### config.mk
export PLATFORM = sky130hd
export DESIGN_NAME = cpu_execute_rotate_sub_xor_sleep
export DESIGN_NICKNAME = d
export VERILOG_FILES = /design/src/exec_pkg.sv /design/src/exec_if.sv /design/src/cpu_execute_rotate_sub_xor_sleep.sv /design/src/exec_alu.sv /design/src/exec_seq.sv
export SDC_FILE = /design/constraint.sdc
export NUM_CORES = 1
export LEC_CHECK = 0
export ABC_AREA = 1
export BUFFER_PORTS_ARGS = -buffer_cell sky130_fd_sc_hd__buf_2
export CAP_MARGIN = 20
export CORE_MARGIN = 1
export CORE_UTILIZATION = 45
export DETAILED_ROUTE_END_ITERATION = 12
export PLACE_DENSITY_LB_ADDON = 0.12
export RECOVER_POWER = 100
export SLEW_MARGIN = 5
export SYNTH_ARGS = -nofsm -noshare
export SYNTH_HDL_FRONTEND = slang
export SYNTH_SLANG_ARGS = --single-unit
export TNS_END_PERCENT = 1
### constraint.sdc
create_clock -name clock -period 2.3 [get_ports clock]
set_input_delay 0.46 -clock clock [delete_from_list [all_inputs] [get_ports clock]]
set_output_delay 0.46 -clock clock [all_outputs]
set_load 0.005 [all_outputs]
### src/exec_pkg.sv
package exec_pkg;

	localparam int DATA_W = 8;
	localparam int NIBBLE_W = 4;
	localparam int IP_W = 13;
	localparam int FILE_AW = 7;
	localparam int APB_AW = 12;
	localparam int APB_DW = 32;

	// Instruction codes presented by the decoder
	typedef enum logic [3:0] {
		op_idle,
		rotate_left_thru_carry,
		rotate_right_thru_carry,
		literal_minus_acc_op,
		file_minus_acc_op,
		nibble_exchange_op,
		literal_xor_acc_op,
		file_xor_acc_op,
		return_op,
		sleep_op
	} op_t;

	typedef enum logic [1:0] {
		st_run,
		st_flush,
		st_sleep
	} seq_state_t;

	// Register word addresses
	localparam logic [APB_AW-1:0] ADDR_ACC = 12'h000;
	localparam logic [APB_AW-1:0] ADDR_STATUS = 12'h004;
	localparam logic [APB_AW-1:0] ADDR_IP = 12'h008;
	localparam logic [APB_AW-1:0] ADDR_CTRL = 12'h00c;

	// Status word bit positions
	localparam int ST_BORROW = 0;
	localparam int ST_NIBBLE = 1;
	localparam int ST_NULL = 2;
	localparam int ST_POWERDOWN = 3;
	localparam int ST_TIMEOUT = 4;

	// Control word bit positions
	localparam int CTRL_WAKE = 0;
	localparam int CTRL_ASLEEP = 1;

	// Reset values
	localparam logic [DATA_W-1:0] RST_ACC = 8'h00;
	localparam logic [IP_W-1:0] RST_IP = 13'h0000;
	localparam logic RST_FLAG = 1'b0;
	localparam logic RST_TIMEOUT = 1'b1;
	localparam logic RST_POWERDOWN = 1'b1;
	localparam logic [APB_DW-1:0] RST_PRDATA = 32'h0000_0000;

	function automatic logic is_file_op(input op_t op);
		case (op)
			rotate_left_thru_carry, rotate_right_thru_carry, file_minus_acc_op,
			nibble_exchange_op, file_xor_acc_op: is_file_op = 1'b1;
			default: is_file_op = 1'b0;
		endcase
	endfunction : is_file_op

endpackage : exec_pkg

### src/exec_if.sv
`timescale 1ns/1ps

interface alu_if;
	exec_pkg::op_t op;
	logic [exec_pkg::DATA_W-1:0] operand;
	logic [exec_pkg::DATA_W-1:0] acc;
	logic carry_in;
	logic [exec_pkg::DATA_W-1:0] result;
	logic carry_out;
	logic nibble_out;
	logic null_out;
	logic upd_carry;
	logic upd_nibble;
	logic upd_null;

	modport alu (input op, operand, acc, carry_in,
		output result, carry_out, nibble_out, null_out, upd_carry, upd_nibble, upd_null);
	modport core (output op, operand, acc, carry_in,
		input result, carry_out, nibble_out, null_out, upd_carry, upd_nibble, upd_null);
endinterface : alu_if

interface seq_if;
	logic accept;
	exec_pkg::op_t op;
	logic wake;
	logic ready;
	logic stack_pop;
	logic prefetch_discard;
	logic watchdog_clear;
	logic asleep;

	modport seq (input accept, op, wake,
		output ready, stack_pop, prefetch_discard, watchdog_clear, asleep);
	modport core (output accept, op, wake,
		input ready, stack_pop, prefetch_discard, watchdog_clear, asleep);
endinterface : seq_if

### src/cpu_execute_rotate_sub_xor_sleep.sv
`timescale 1ns/1ps

// Summary of operation
// - Rotate left through carry, old bit7 to carry
// - Rotate right through carry, only carry changes
// - Destination bit zero: accumulator; one: file
// - Sleep clears watchdog counter and prescaler
// - Sleep clears powerdown, sets timeout, nothing else
// - Sleep halts oscillator in low-power state
// - Return pops stack head into instruction pointer
// - Return takes two cycles, prefetch discarded
// - Literal minus accumulator, updates three flags
// - File minus accumulator to destination, three flags
// - Nibble exchange to destination, no flags
// - Literal xor accumulator, only null flag
// - File xor accumulator to destination, null flag
module cpu_execute_rotate_sub_xor_sleep (
	input wire logic clock,
	input wire logic rst_b,
	input wire logic psel,
	input wire logic penable,
	input wire logic pwrite,
	input wire logic [exec_pkg::APB_AW-1:0] paddr,
	input wire logic [exec_pkg::APB_DW-1:0] pwdata,
	input wire logic [3:0] pstrb,
	output logic [exec_pkg::APB_DW-1:0] prdata,
	output logic pready,
	output logic pslverr,
	input wire logic instr_valid,
	output logic instr_ready,
	input wire exec_pkg::op_t instr_op,
	input wire logic [exec_pkg::DATA_W-1:0] instr_literal,
	input wire logic [exec_pkg::FILE_AW-1:0] file_addr,
	input wire logic [exec_pkg::DATA_W-1:0] file_rdata,
	input wire logic dest_bit,
	input wire logic [exec_pkg::IP_W-1:0] stack_head,
	output logic file_we,
	output logic [exec_pkg::FILE_AW-1:0] file_waddr,
	output logic [exec_pkg::DATA_W-1:0] file_wdata,
	output logic [exec_pkg::DATA_W-1:0] accumulator,
	output logic borrow_out_bit,
	output logic nibble_borrow_flag,
	output logic result_null_flag,
	output logic timeout_bit,
	output logic powerdown_bit,
	output logic [exec_pkg::IP_W-1:0] instr_pointer,
	output logic stack_pop,
	output logic prefetch_discard,
	output logic watchdog_clear,
	output logic prescaler_clear,
	output logic osc_halt
);
	typedef struct packed {
		logic [exec_pkg::DATA_W-1:0] acc;
		logic borrow;
		logic nibble;
		logic null_f;
		logic timeout;
		logic powerdown;
		logic [exec_pkg::IP_W-1:0] ip;
		logic [exec_pkg::DATA_W-1:0] result;
		logic file_we;
		logic [exec_pkg::FILE_AW-1:0] waddr;
		logic [exec_pkg::APB_DW-1:0] prdata;
		logic wake;
	} core_t;

	core_t core_ff;
	core_t nxt_core;
	logic accept;
	logic apb_setup;
	logic apb_write;

	alu_if alu_bus ();
	seq_if seq_bus ();

	function automatic logic addr_mapped(input logic [exec_pkg::APB_AW-1:0] a);
		case (a)
			exec_pkg::ADDR_ACC, exec_pkg::ADDR_STATUS,
			exec_pkg::ADDR_IP, exec_pkg::ADDR_CTRL: addr_mapped = 1'b1;
			default: addr_mapped = 1'b0;
		endcase
	endfunction : addr_mapped

	exec_alu u_alu (
		.bus(alu_bus)
	);

	exec_seq u_seq (
		.clock(clock),
		.rst_b(rst_b),
		.bus(seq_bus)
	);

	assign accept = instr_valid && seq_bus.ready;
	assign apb_setup = psel && !penable;
	assign apb_write = psel && penable && pwrite && addr_mapped(paddr);

	// File operand for file forms, literal otherwise
	assign alu_bus.op = instr_op;
	assign alu_bus.operand = exec_pkg::is_file_op(instr_op) ? file_rdata : instr_literal;
	assign alu_bus.acc = core_ff.acc;
	assign alu_bus.carry_in = core_ff.borrow;

	assign seq_bus.accept = accept;
	assign seq_bus.op = instr_op;
	assign seq_bus.wake = core_ff.wake;

	always_comb begin
		nxt_core = core_ff;
		nxt_core.file_we = 1'b0;
		nxt_core.wake = 1'b0;
		// Read data is latched in the setup phase
		if (apb_setup) begin
			nxt_core.prdata = exec_pkg::RST_PRDATA;
			case (paddr)
				exec_pkg::ADDR_ACC: nxt_core.prdata = 32'(core_ff.acc);
				exec_pkg::ADDR_STATUS: begin
					nxt_core.prdata[exec_pkg::ST_BORROW] = core_ff.borrow;
					nxt_core.prdata[exec_pkg::ST_NIBBLE] = core_ff.nibble;
					nxt_core.prdata[exec_pkg::ST_NULL] = core_ff.null_f;
					nxt_core.prdata[exec_pkg::ST_POWERDOWN] = core_ff.powerdown;
					nxt_core.prdata[exec_pkg::ST_TIMEOUT] = core_ff.timeout;
				end
				exec_pkg::ADDR_IP: nxt_core.prdata = 32'(core_ff.ip);
				exec_pkg::ADDR_CTRL: nxt_core.prdata[exec_pkg::CTRL_ASLEEP] = seq_bus.asleep;
				default: nxt_core.prdata = exec_pkg::RST_PRDATA;
			endcase
		end
		if (apb_write && pstrb[0]) begin
			case (paddr)
				exec_pkg::ADDR_ACC: nxt_core.acc = pwdata[exec_pkg::DATA_W-1:0];
				exec_pkg::ADDR_STATUS: begin
					nxt_core.borrow = pwdata[exec_pkg::ST_BORROW];
					nxt_core.nibble = pwdata[exec_pkg::ST_NIBBLE];
					nxt_core.null_f = pwdata[exec_pkg::ST_NULL];
				end
				exec_pkg::ADDR_CTRL: nxt_core.wake = pwdata[exec_pkg::CTRL_WAKE];
				default: nxt_core.wake = 1'b0;
			endcase
		end
		// Execution overrides a software write in the same cycle
		if (accept) begin
			case (instr_op)
				exec_pkg::op_idle: nxt_core.result = core_ff.result;
				exec_pkg::return_op: nxt_core.ip = stack_head;
				exec_pkg::sleep_op: begin
					nxt_core.powerdown = 1'b0;
					nxt_core.timeout = 1'b1;
				end
				default: begin
					nxt_core.result = alu_bus.result;
					if (alu_bus.upd_carry) begin
						nxt_core.borrow = alu_bus.carry_out;
					end
					if (alu_bus.upd_nibble) begin
						nxt_core.nibble = alu_bus.nibble_out;
					end
					if (alu_bus.upd_null) begin
						nxt_core.null_f = alu_bus.null_out;
					end
					if (exec_pkg::is_file_op(instr_op) && dest_bit) begin
						nxt_core.file_we = 1'b1;
						nxt_core.waddr = file_addr;
					end else begin
						nxt_core.acc = alu_bus.result;
					end
				end
			endcase
		end
	end

	always_ff @(posedge clock or negedge rst_b) begin
		if (!rst_b) begin
			core_ff <= '{acc: exec_pkg::RST_ACC, borrow: exec_pkg::RST_FLAG,
				nibble: exec_pkg::RST_FLAG, null_f: exec_pkg::RST_FLAG,
				timeout: exec_pkg::RST_TIMEOUT, powerdown: exec_pkg::RST_POWERDOWN,
				ip: exec_pkg::RST_IP, result: exec_pkg::RST_ACC, file_we: 1'b0,
				waddr: '0, prdata: exec_pkg::RST_PRDATA, wake: 1'b0};
		end else begin
			core_ff <= nxt_core;
		end
	end

	assign prdata = core_ff.prdata;
	assign pready = psel && penable;
	assign pslverr = psel && penable && !addr_mapped(paddr);
	assign instr_ready = seq_bus.ready;
	assign file_we = core_ff.file_we;
	assign file_waddr = core_ff.waddr;
	assign file_wdata = core_ff.result;
	assign accumulator = core_ff.acc;
	assign borrow_out_bit = core_ff.borrow;
	assign nibble_borrow_flag = core_ff.nibble;
	assign result_null_flag = core_ff.null_f;
	assign timeout_bit = core_ff.timeout;
	assign powerdown_bit = core_ff.powerdown;
	assign instr_pointer = core_ff.ip;
	assign stack_pop = seq_bus.stack_pop;
	assign prefetch_discard = seq_bus.prefetch_discard;
	assign watchdog_clear = seq_bus.watchdog_clear;
	assign prescaler_clear = seq_bus.watchdog_clear;
	assign osc_halt = seq_bus.asleep;
endmodule : cpu_execute_rotate_sub_xor_sleep

### src/exec_alu.sv
`timescale 1ns/1ps

module exec_alu (
	alu_if.alu bus
);
	// Returns {no_borrow, nibble_no_borrow, difference} of a minus b
	function automatic logic [exec_pkg::DATA_W+1:0] sub8(
		input logic [exec_pkg::DATA_W-1:0] a,
		input logic [exec_pkg::DATA_W-1:0] b
	);
		logic [exec_pkg::DATA_W:0] full;
		logic [exec_pkg::NIBBLE_W:0] low;
		full = {1'b0, a} + {1'b0, ~b} + 9'h001;
		low = {1'b0, a[exec_pkg::NIBBLE_W-1:0]} + {1'b0, ~b[exec_pkg::NIBBLE_W-1:0]} + 5'h01;
		sub8 = {full[exec_pkg::DATA_W], low[exec_pkg::NIBBLE_W], full[exec_pkg::DATA_W-1:0]};
	endfunction : sub8

	always_comb begin
		logic [exec_pkg::DATA_W+1:0] diff;
		diff = sub8(bus.operand, bus.acc);
		bus.result = bus.acc;
		bus.carry_out = bus.carry_in;
		bus.nibble_out = 1'b0;
		bus.upd_carry = 1'b0;
		bus.upd_nibble = 1'b0;
		bus.upd_null = 1'b0;
		case (bus.op)
			exec_pkg::rotate_left_thru_carry: begin
				{bus.carry_out, bus.result} = {bus.operand, bus.carry_in};
				bus.upd_carry = 1'b1;
			end
			exec_pkg::rotate_right_thru_carry: begin
				{bus.result, bus.carry_out} = {bus.carry_in, bus.operand};
				bus.upd_carry = 1'b1;
			end
			exec_pkg::literal_minus_acc_op, exec_pkg::file_minus_acc_op: begin
				{bus.carry_out, bus.nibble_out, bus.result} = diff;
				bus.upd_carry = 1'b1;
				bus.upd_nibble = 1'b1;
				bus.upd_null = 1'b1;
			end
			exec_pkg::nibble_exchange_op: begin
				bus.result = {bus.operand[exec_pkg::NIBBLE_W-1:0],
					bus.operand[exec_pkg::DATA_W-1:exec_pkg::NIBBLE_W]};
			end
			exec_pkg::literal_xor_acc_op, exec_pkg::file_xor_acc_op: begin
				bus.result = bus.operand ^ bus.acc;
				bus.upd_null = 1'b1;
			end
			default: begin
				bus.result = bus.acc;
			end
		endcase
		bus.null_out = (bus.result == 8'h00);
	end

endmodule : exec_alu

### src/exec_seq.sv
`timescale 1ns/1ps

module exec_seq (
	input wire logic clock,
	input wire logic rst_b,
	seq_if.seq bus
);
	typedef struct packed {
		exec_pkg::seq_state_t state;
		logic pop;
		logic wd_clr;
	} seq_q_t;

	seq_q_t seq_ff;
	seq_q_t nxt_seq;

	always_comb begin
		nxt_seq = seq_ff;
		nxt_seq.pop = 1'b0;
		nxt_seq.wd_clr = 1'b0;
		case (seq_ff.state)
			exec_pkg::st_run: begin
				if (bus.accept && bus.op == exec_pkg::return_op) begin
					nxt_seq.state = exec_pkg::st_flush;
					nxt_seq.pop = 1'b1;
				end else if (bus.accept && bus.op == exec_pkg::sleep_op) begin
					nxt_seq.state = exec_pkg::st_sleep;
					nxt_seq.wd_clr = 1'b1;
				end
			end
			exec_pkg::st_flush: begin
				nxt_seq.state = exec_pkg::st_run;
			end
			exec_pkg::st_sleep: begin
				if (bus.wake) begin
					nxt_seq.state = exec_pkg::st_run;
				end
			end
			default: begin
				nxt_seq.state = exec_pkg::st_run;
			end
		endcase
	end

	always_ff @(posedge clock or negedge rst_b) begin
		if (!rst_b) begin
			seq_ff <= '{state: exec_pkg::st_run, pop: 1'b0, wd_clr: 1'b0};
		end else begin
			seq_ff <= nxt_seq;
		end
	end

	assign bus.ready = (seq_ff.state == exec_pkg::st_run);
	assign bus.stack_pop = seq_ff.pop;
	assign bus.prefetch_discard = (seq_ff.state == exec_pkg::st_flush);
	assign bus.watchdog_clear = seq_ff.wd_clr;
	assign bus.asleep = (seq_ff.state == exec_pkg::st_sleep);
endmodule : exec_seq

==> results.md <==
- Max Used Layer: met4
- Switching Fraction: 27.91%
- Met1 wire length: 5917 um
- DRT iter0 DRCs: 280
- TNS Setup: -491.8 ps
- Critical Path AT: 2710 ps
- Critical path's top delay family: simple AND/OR/NAND/NOR gates
- Worst setup SP type: input pin
- Post-synth EDFFs: 0
- Number of global-route vias before repair: between 4,000 and 5,000
- Final instance area: 0.005733 mm^2
- Post-DP HPWL: 10,070 um
- TritonCTS clock tree: yes
- Mapped Area: 0.003913 mm^2
- Final setup violation count: 7
- Largest net degree at the start of global routing: 60
- Crit end category: flop
- Yosys reg bits: a little under 60
- Top cell by count, worst path: nand2_4
- RSZ-0062 raised after global routing: yes
- Max incr delay on CP: approximately 350 ps
- Sequential power share: 38.1%
- Synth top area share: 37.10%
- Slew margin rel.: 4.246%
- Clock transition at path regs: 80 ps
- CTS buffer count: 9
- Die outline area: around 0.0091 mm^2
- First-pass GRT wire length: 20,000 um
- Total chip power: 2756 uW
- CP cell instances: buf_4 -> nand2_4 -> nand2_4 -> nand3_4 -> buf_12 -> nand2_4 -> nand2_4 -> ha_4 -> fa_2 -> inv_2 -> nand2_4 -> nand2_4 -> nand3b_1 -> nand2_1 -> nand2_1 -> buf_4 -> a21oi_1 -> o21ai_0 -> buf_4 -> a32oi_1
- Comb power frac: 22.3%
- Lkg Pwr: 0.003275 uW
- Max cap viols: 0
- Synth Flop Type: dfrtp_1
- Tot GR Track Use: 29.39%
- Critical path class: input pin to flop
- Port bufs: 129
- Worst-Skew Late Latency: 340 ps
- Layout cells sized above 1: about 37%
- Cell taking the most area after synthesis: dfrtp_1
- Fin. Hold Viols: 0
- Synth Instances: 571
- Core Footprint: a little over 0.008 mm^2
- Die H: 95.25 um
- Sequential cell area fraction in the yosys report: 37.77%
- # rows: 33
- Most area-consuming cells after synthesis: dfrtp_1, nand2_1, inv_1
- Metal3 WL: 812 um
- Via Count: 4,424
- Clock power frac: between 30% and 40%
- Detailed Routing Iterations Pass 1: 7
- Clock tree sinks: 59
- Max frequency: around 400 MHz
- Switch Pwr: between 700 and 800 uW
- Bufs and invs on worst path: 5
- Clock root cell: clkbuf_8
- Setup ws final: -172.0 ps
- Yosys Warn Count: 0
- Hold/Removal Path Class: input pin to flop
- Wire length on met2: 5875 um
- Antenna violations before repair: 0
- Clock buffer depth: 2
- Status: finished, violations left
- Measured slew at the worst slew-check pin: 1436 ps
- Slew Limit Fails: 0
- Nets: 888
- Die W: about 95 um
- Synthesized area per cell: 6.852 um^2
- Tmin final: between 2000 and 2500 ps
- Max IR drop VDD: 0.3509 mV
- Fill cells: 719
- Ant diodes: 0
- Fraction of registers with async set/reset: 100.0%
- Area delta synth->final: 46.53%
- Layout Utilization: 69.08%
- Final wirelength: 12,810 um
- Worst path slowest cell: fa_2
- Worst path required time: approximately 2500 ps
- Distinct cells, synth: 39
- I/O pin total: around 180
- Wire per inst: 14.36 um
- Global placement routability congestion: 0.9319
- Starting Density: a little under half
- P_int: 1987 uW
- # DRC: 0
- DP Area: 0.005177 mm^2
- Placed insts: approximately 870
- Crit-path max FO: 6
- Failing checks: setup timing
- Vias per inst: 4.960
- Power per cell area: a little under 500 mW/mm^2
- Finished Layout Cells: 892
- Crit share post-route: 107.5%
- ANT nets after route: 0
- Grt ovf: 0
- Worst clock skew: 11.05 ps
- H-Tree Depth: 3
[final cells by class]
cell class / count / area, um^2 / share of cell area [%]
Multi-Input combinational cell: 416 / 2233 / 38.96
Sequential cell: 59 / 1478 / 25.77
Timing Repair Buffer: 211 / 1324 / 23.09
Inverter: 85 / 334.1 / 5.827
Clock buffer: 10 / 137.6 / 2.401
Tap cell: 105 / 131.4 / 2.292
Clock inverter: 6 / 95.09 / 1.659
[power by group through the flow]
| stage | clock (uW) | combinational, uW | sequential, uW |
|---|---|---|---|
| 6_report | 1090 | 616 | 1050 |
| 5_1_grt | 1160 | 678 | 1050 |
| 4_1_cts | 1100 | 583 | 1050 |
| 3_5_place_dp | 0 | 515 | 1070 |
| 3_3_place_gp | 0 | 510 | 1070 |
| 2_1_floorplan | 0 | 278 | 1070 |
[routing by layer]
metal	global-route usage [%]	up-vias
li1	-	2198
met1	41.22	2037
met2	46.07	167
met3	5.981	22
met4	7.449	0
met5	0	-
[tightest hold or removal path, cell delays in order]
cell     delay, ps
buf_2           80
nand2_1         40
nand2_1         40
[placed cells by master, fill, tap and decap left out, drive strengths merged]
cell	n
buf	210
nand2	187
inv	87
dfrtp	58
nor2	55
nand3	45
o21ai	42
conb	20
a21oi	15
clkbuf	11
ha	10
a31oi	8
nand4	8
or2	5
a221oi	4
and2	3
nor4	3
nand3b	2
nor3	2
o211ai	2
o22ai	2
clkinv	2
bufinv	2
o21a	1
a32oi	1
fa	1
dfstp	1
[cells by family (layout without fill, tap and decap cells)]
family,count (synthesis),in the layout,synth area share [%]
flip-flops,59,59,37.77
other,2,20,0.1919
AO/OA/AOI/OAI,75,75,10.68
AND/OR/NAND/NOR,310,310,34.19
adder cells (fa/ha/maj),11,11,3.710
buffers and inverters,114,312,13.46
[through the flow]
stage / worst slack [ps] / hold slack (ps)
6_report: -172.0 / 312.3
5_1_grt: -283.6 / 305.1
4_1_cts: -110.8 / 124.2
3_5_place_dp: -827.0 / 429.1
3_3_place_gp: -754.6 / 419.7
2_1_floorplan: -344.9 / 164.4
[Yosys cell counts, types with 2 or more instances]
cell type	number
nand2_1	184
nor2_1	48
buf_6	2
or2_2	4
o21ai_0	39
o22ai_1	2
nor2_2	4
nand2_2	2
a221oi_1	4
nand4_1	7
nor3_1	2
dfrtp_1	58
nand3_1	44
nor4_1	3
o211ai_1	2
nand3b_1	2
conb_1	2
a21oi_1	15
buf_4	22
clkbuf_1	4
a31oi_1	8
nor2_4	3
inv_1	84
o21ai_1	2
ha_1	10
[state kept, by name (all words and copies together) (netlist names)]
signal,flops
borrow_out_bit,1
nibble_borrow_flag,1
file_waddr,7
u_seq.bus.watchdog_clear,1
file_wdata,8
u_seq.seq_ff,2
prdata,13
file_we,1
powerdown_bit,1
result_null_flag,1
instr_pointer,13
u_seq.bus.stack_pop,1
seq_bus.wake,1
accumulator,8
[worst paths after layout]
path | cells after the start | slack, ps | from | endpoint
worst min-delay path | 3 | 310 | stack_head[11] | instr_pointer[11]
max in group asynchronous | 2 | 890 | rst_b | prdata[8]
min in group asynchronous | 2 | 530 | rst_b | file_wdata[1]
worst max-delay path | 20 | -170 | instr_op[1] | borrow_out_bit
worst min register to register | 1 | 430 | seq_bus.wake | u_seq.seq_ff[3]
worst max register to register | 13 | 160 | accumulator[0] | borrow_out_bit
[timing repair]
action / CTS / global route
setup endpoints to repair: 15 / 16
gates resized for setup: 39 / 20
pin swaps: 29 / 24
hold buffers: 0 / 0
endpoints found under the hold margin: 0 / 0
setup buffers: 6 / 4
No activity file was read; power rests on OpenSTA's default activity.
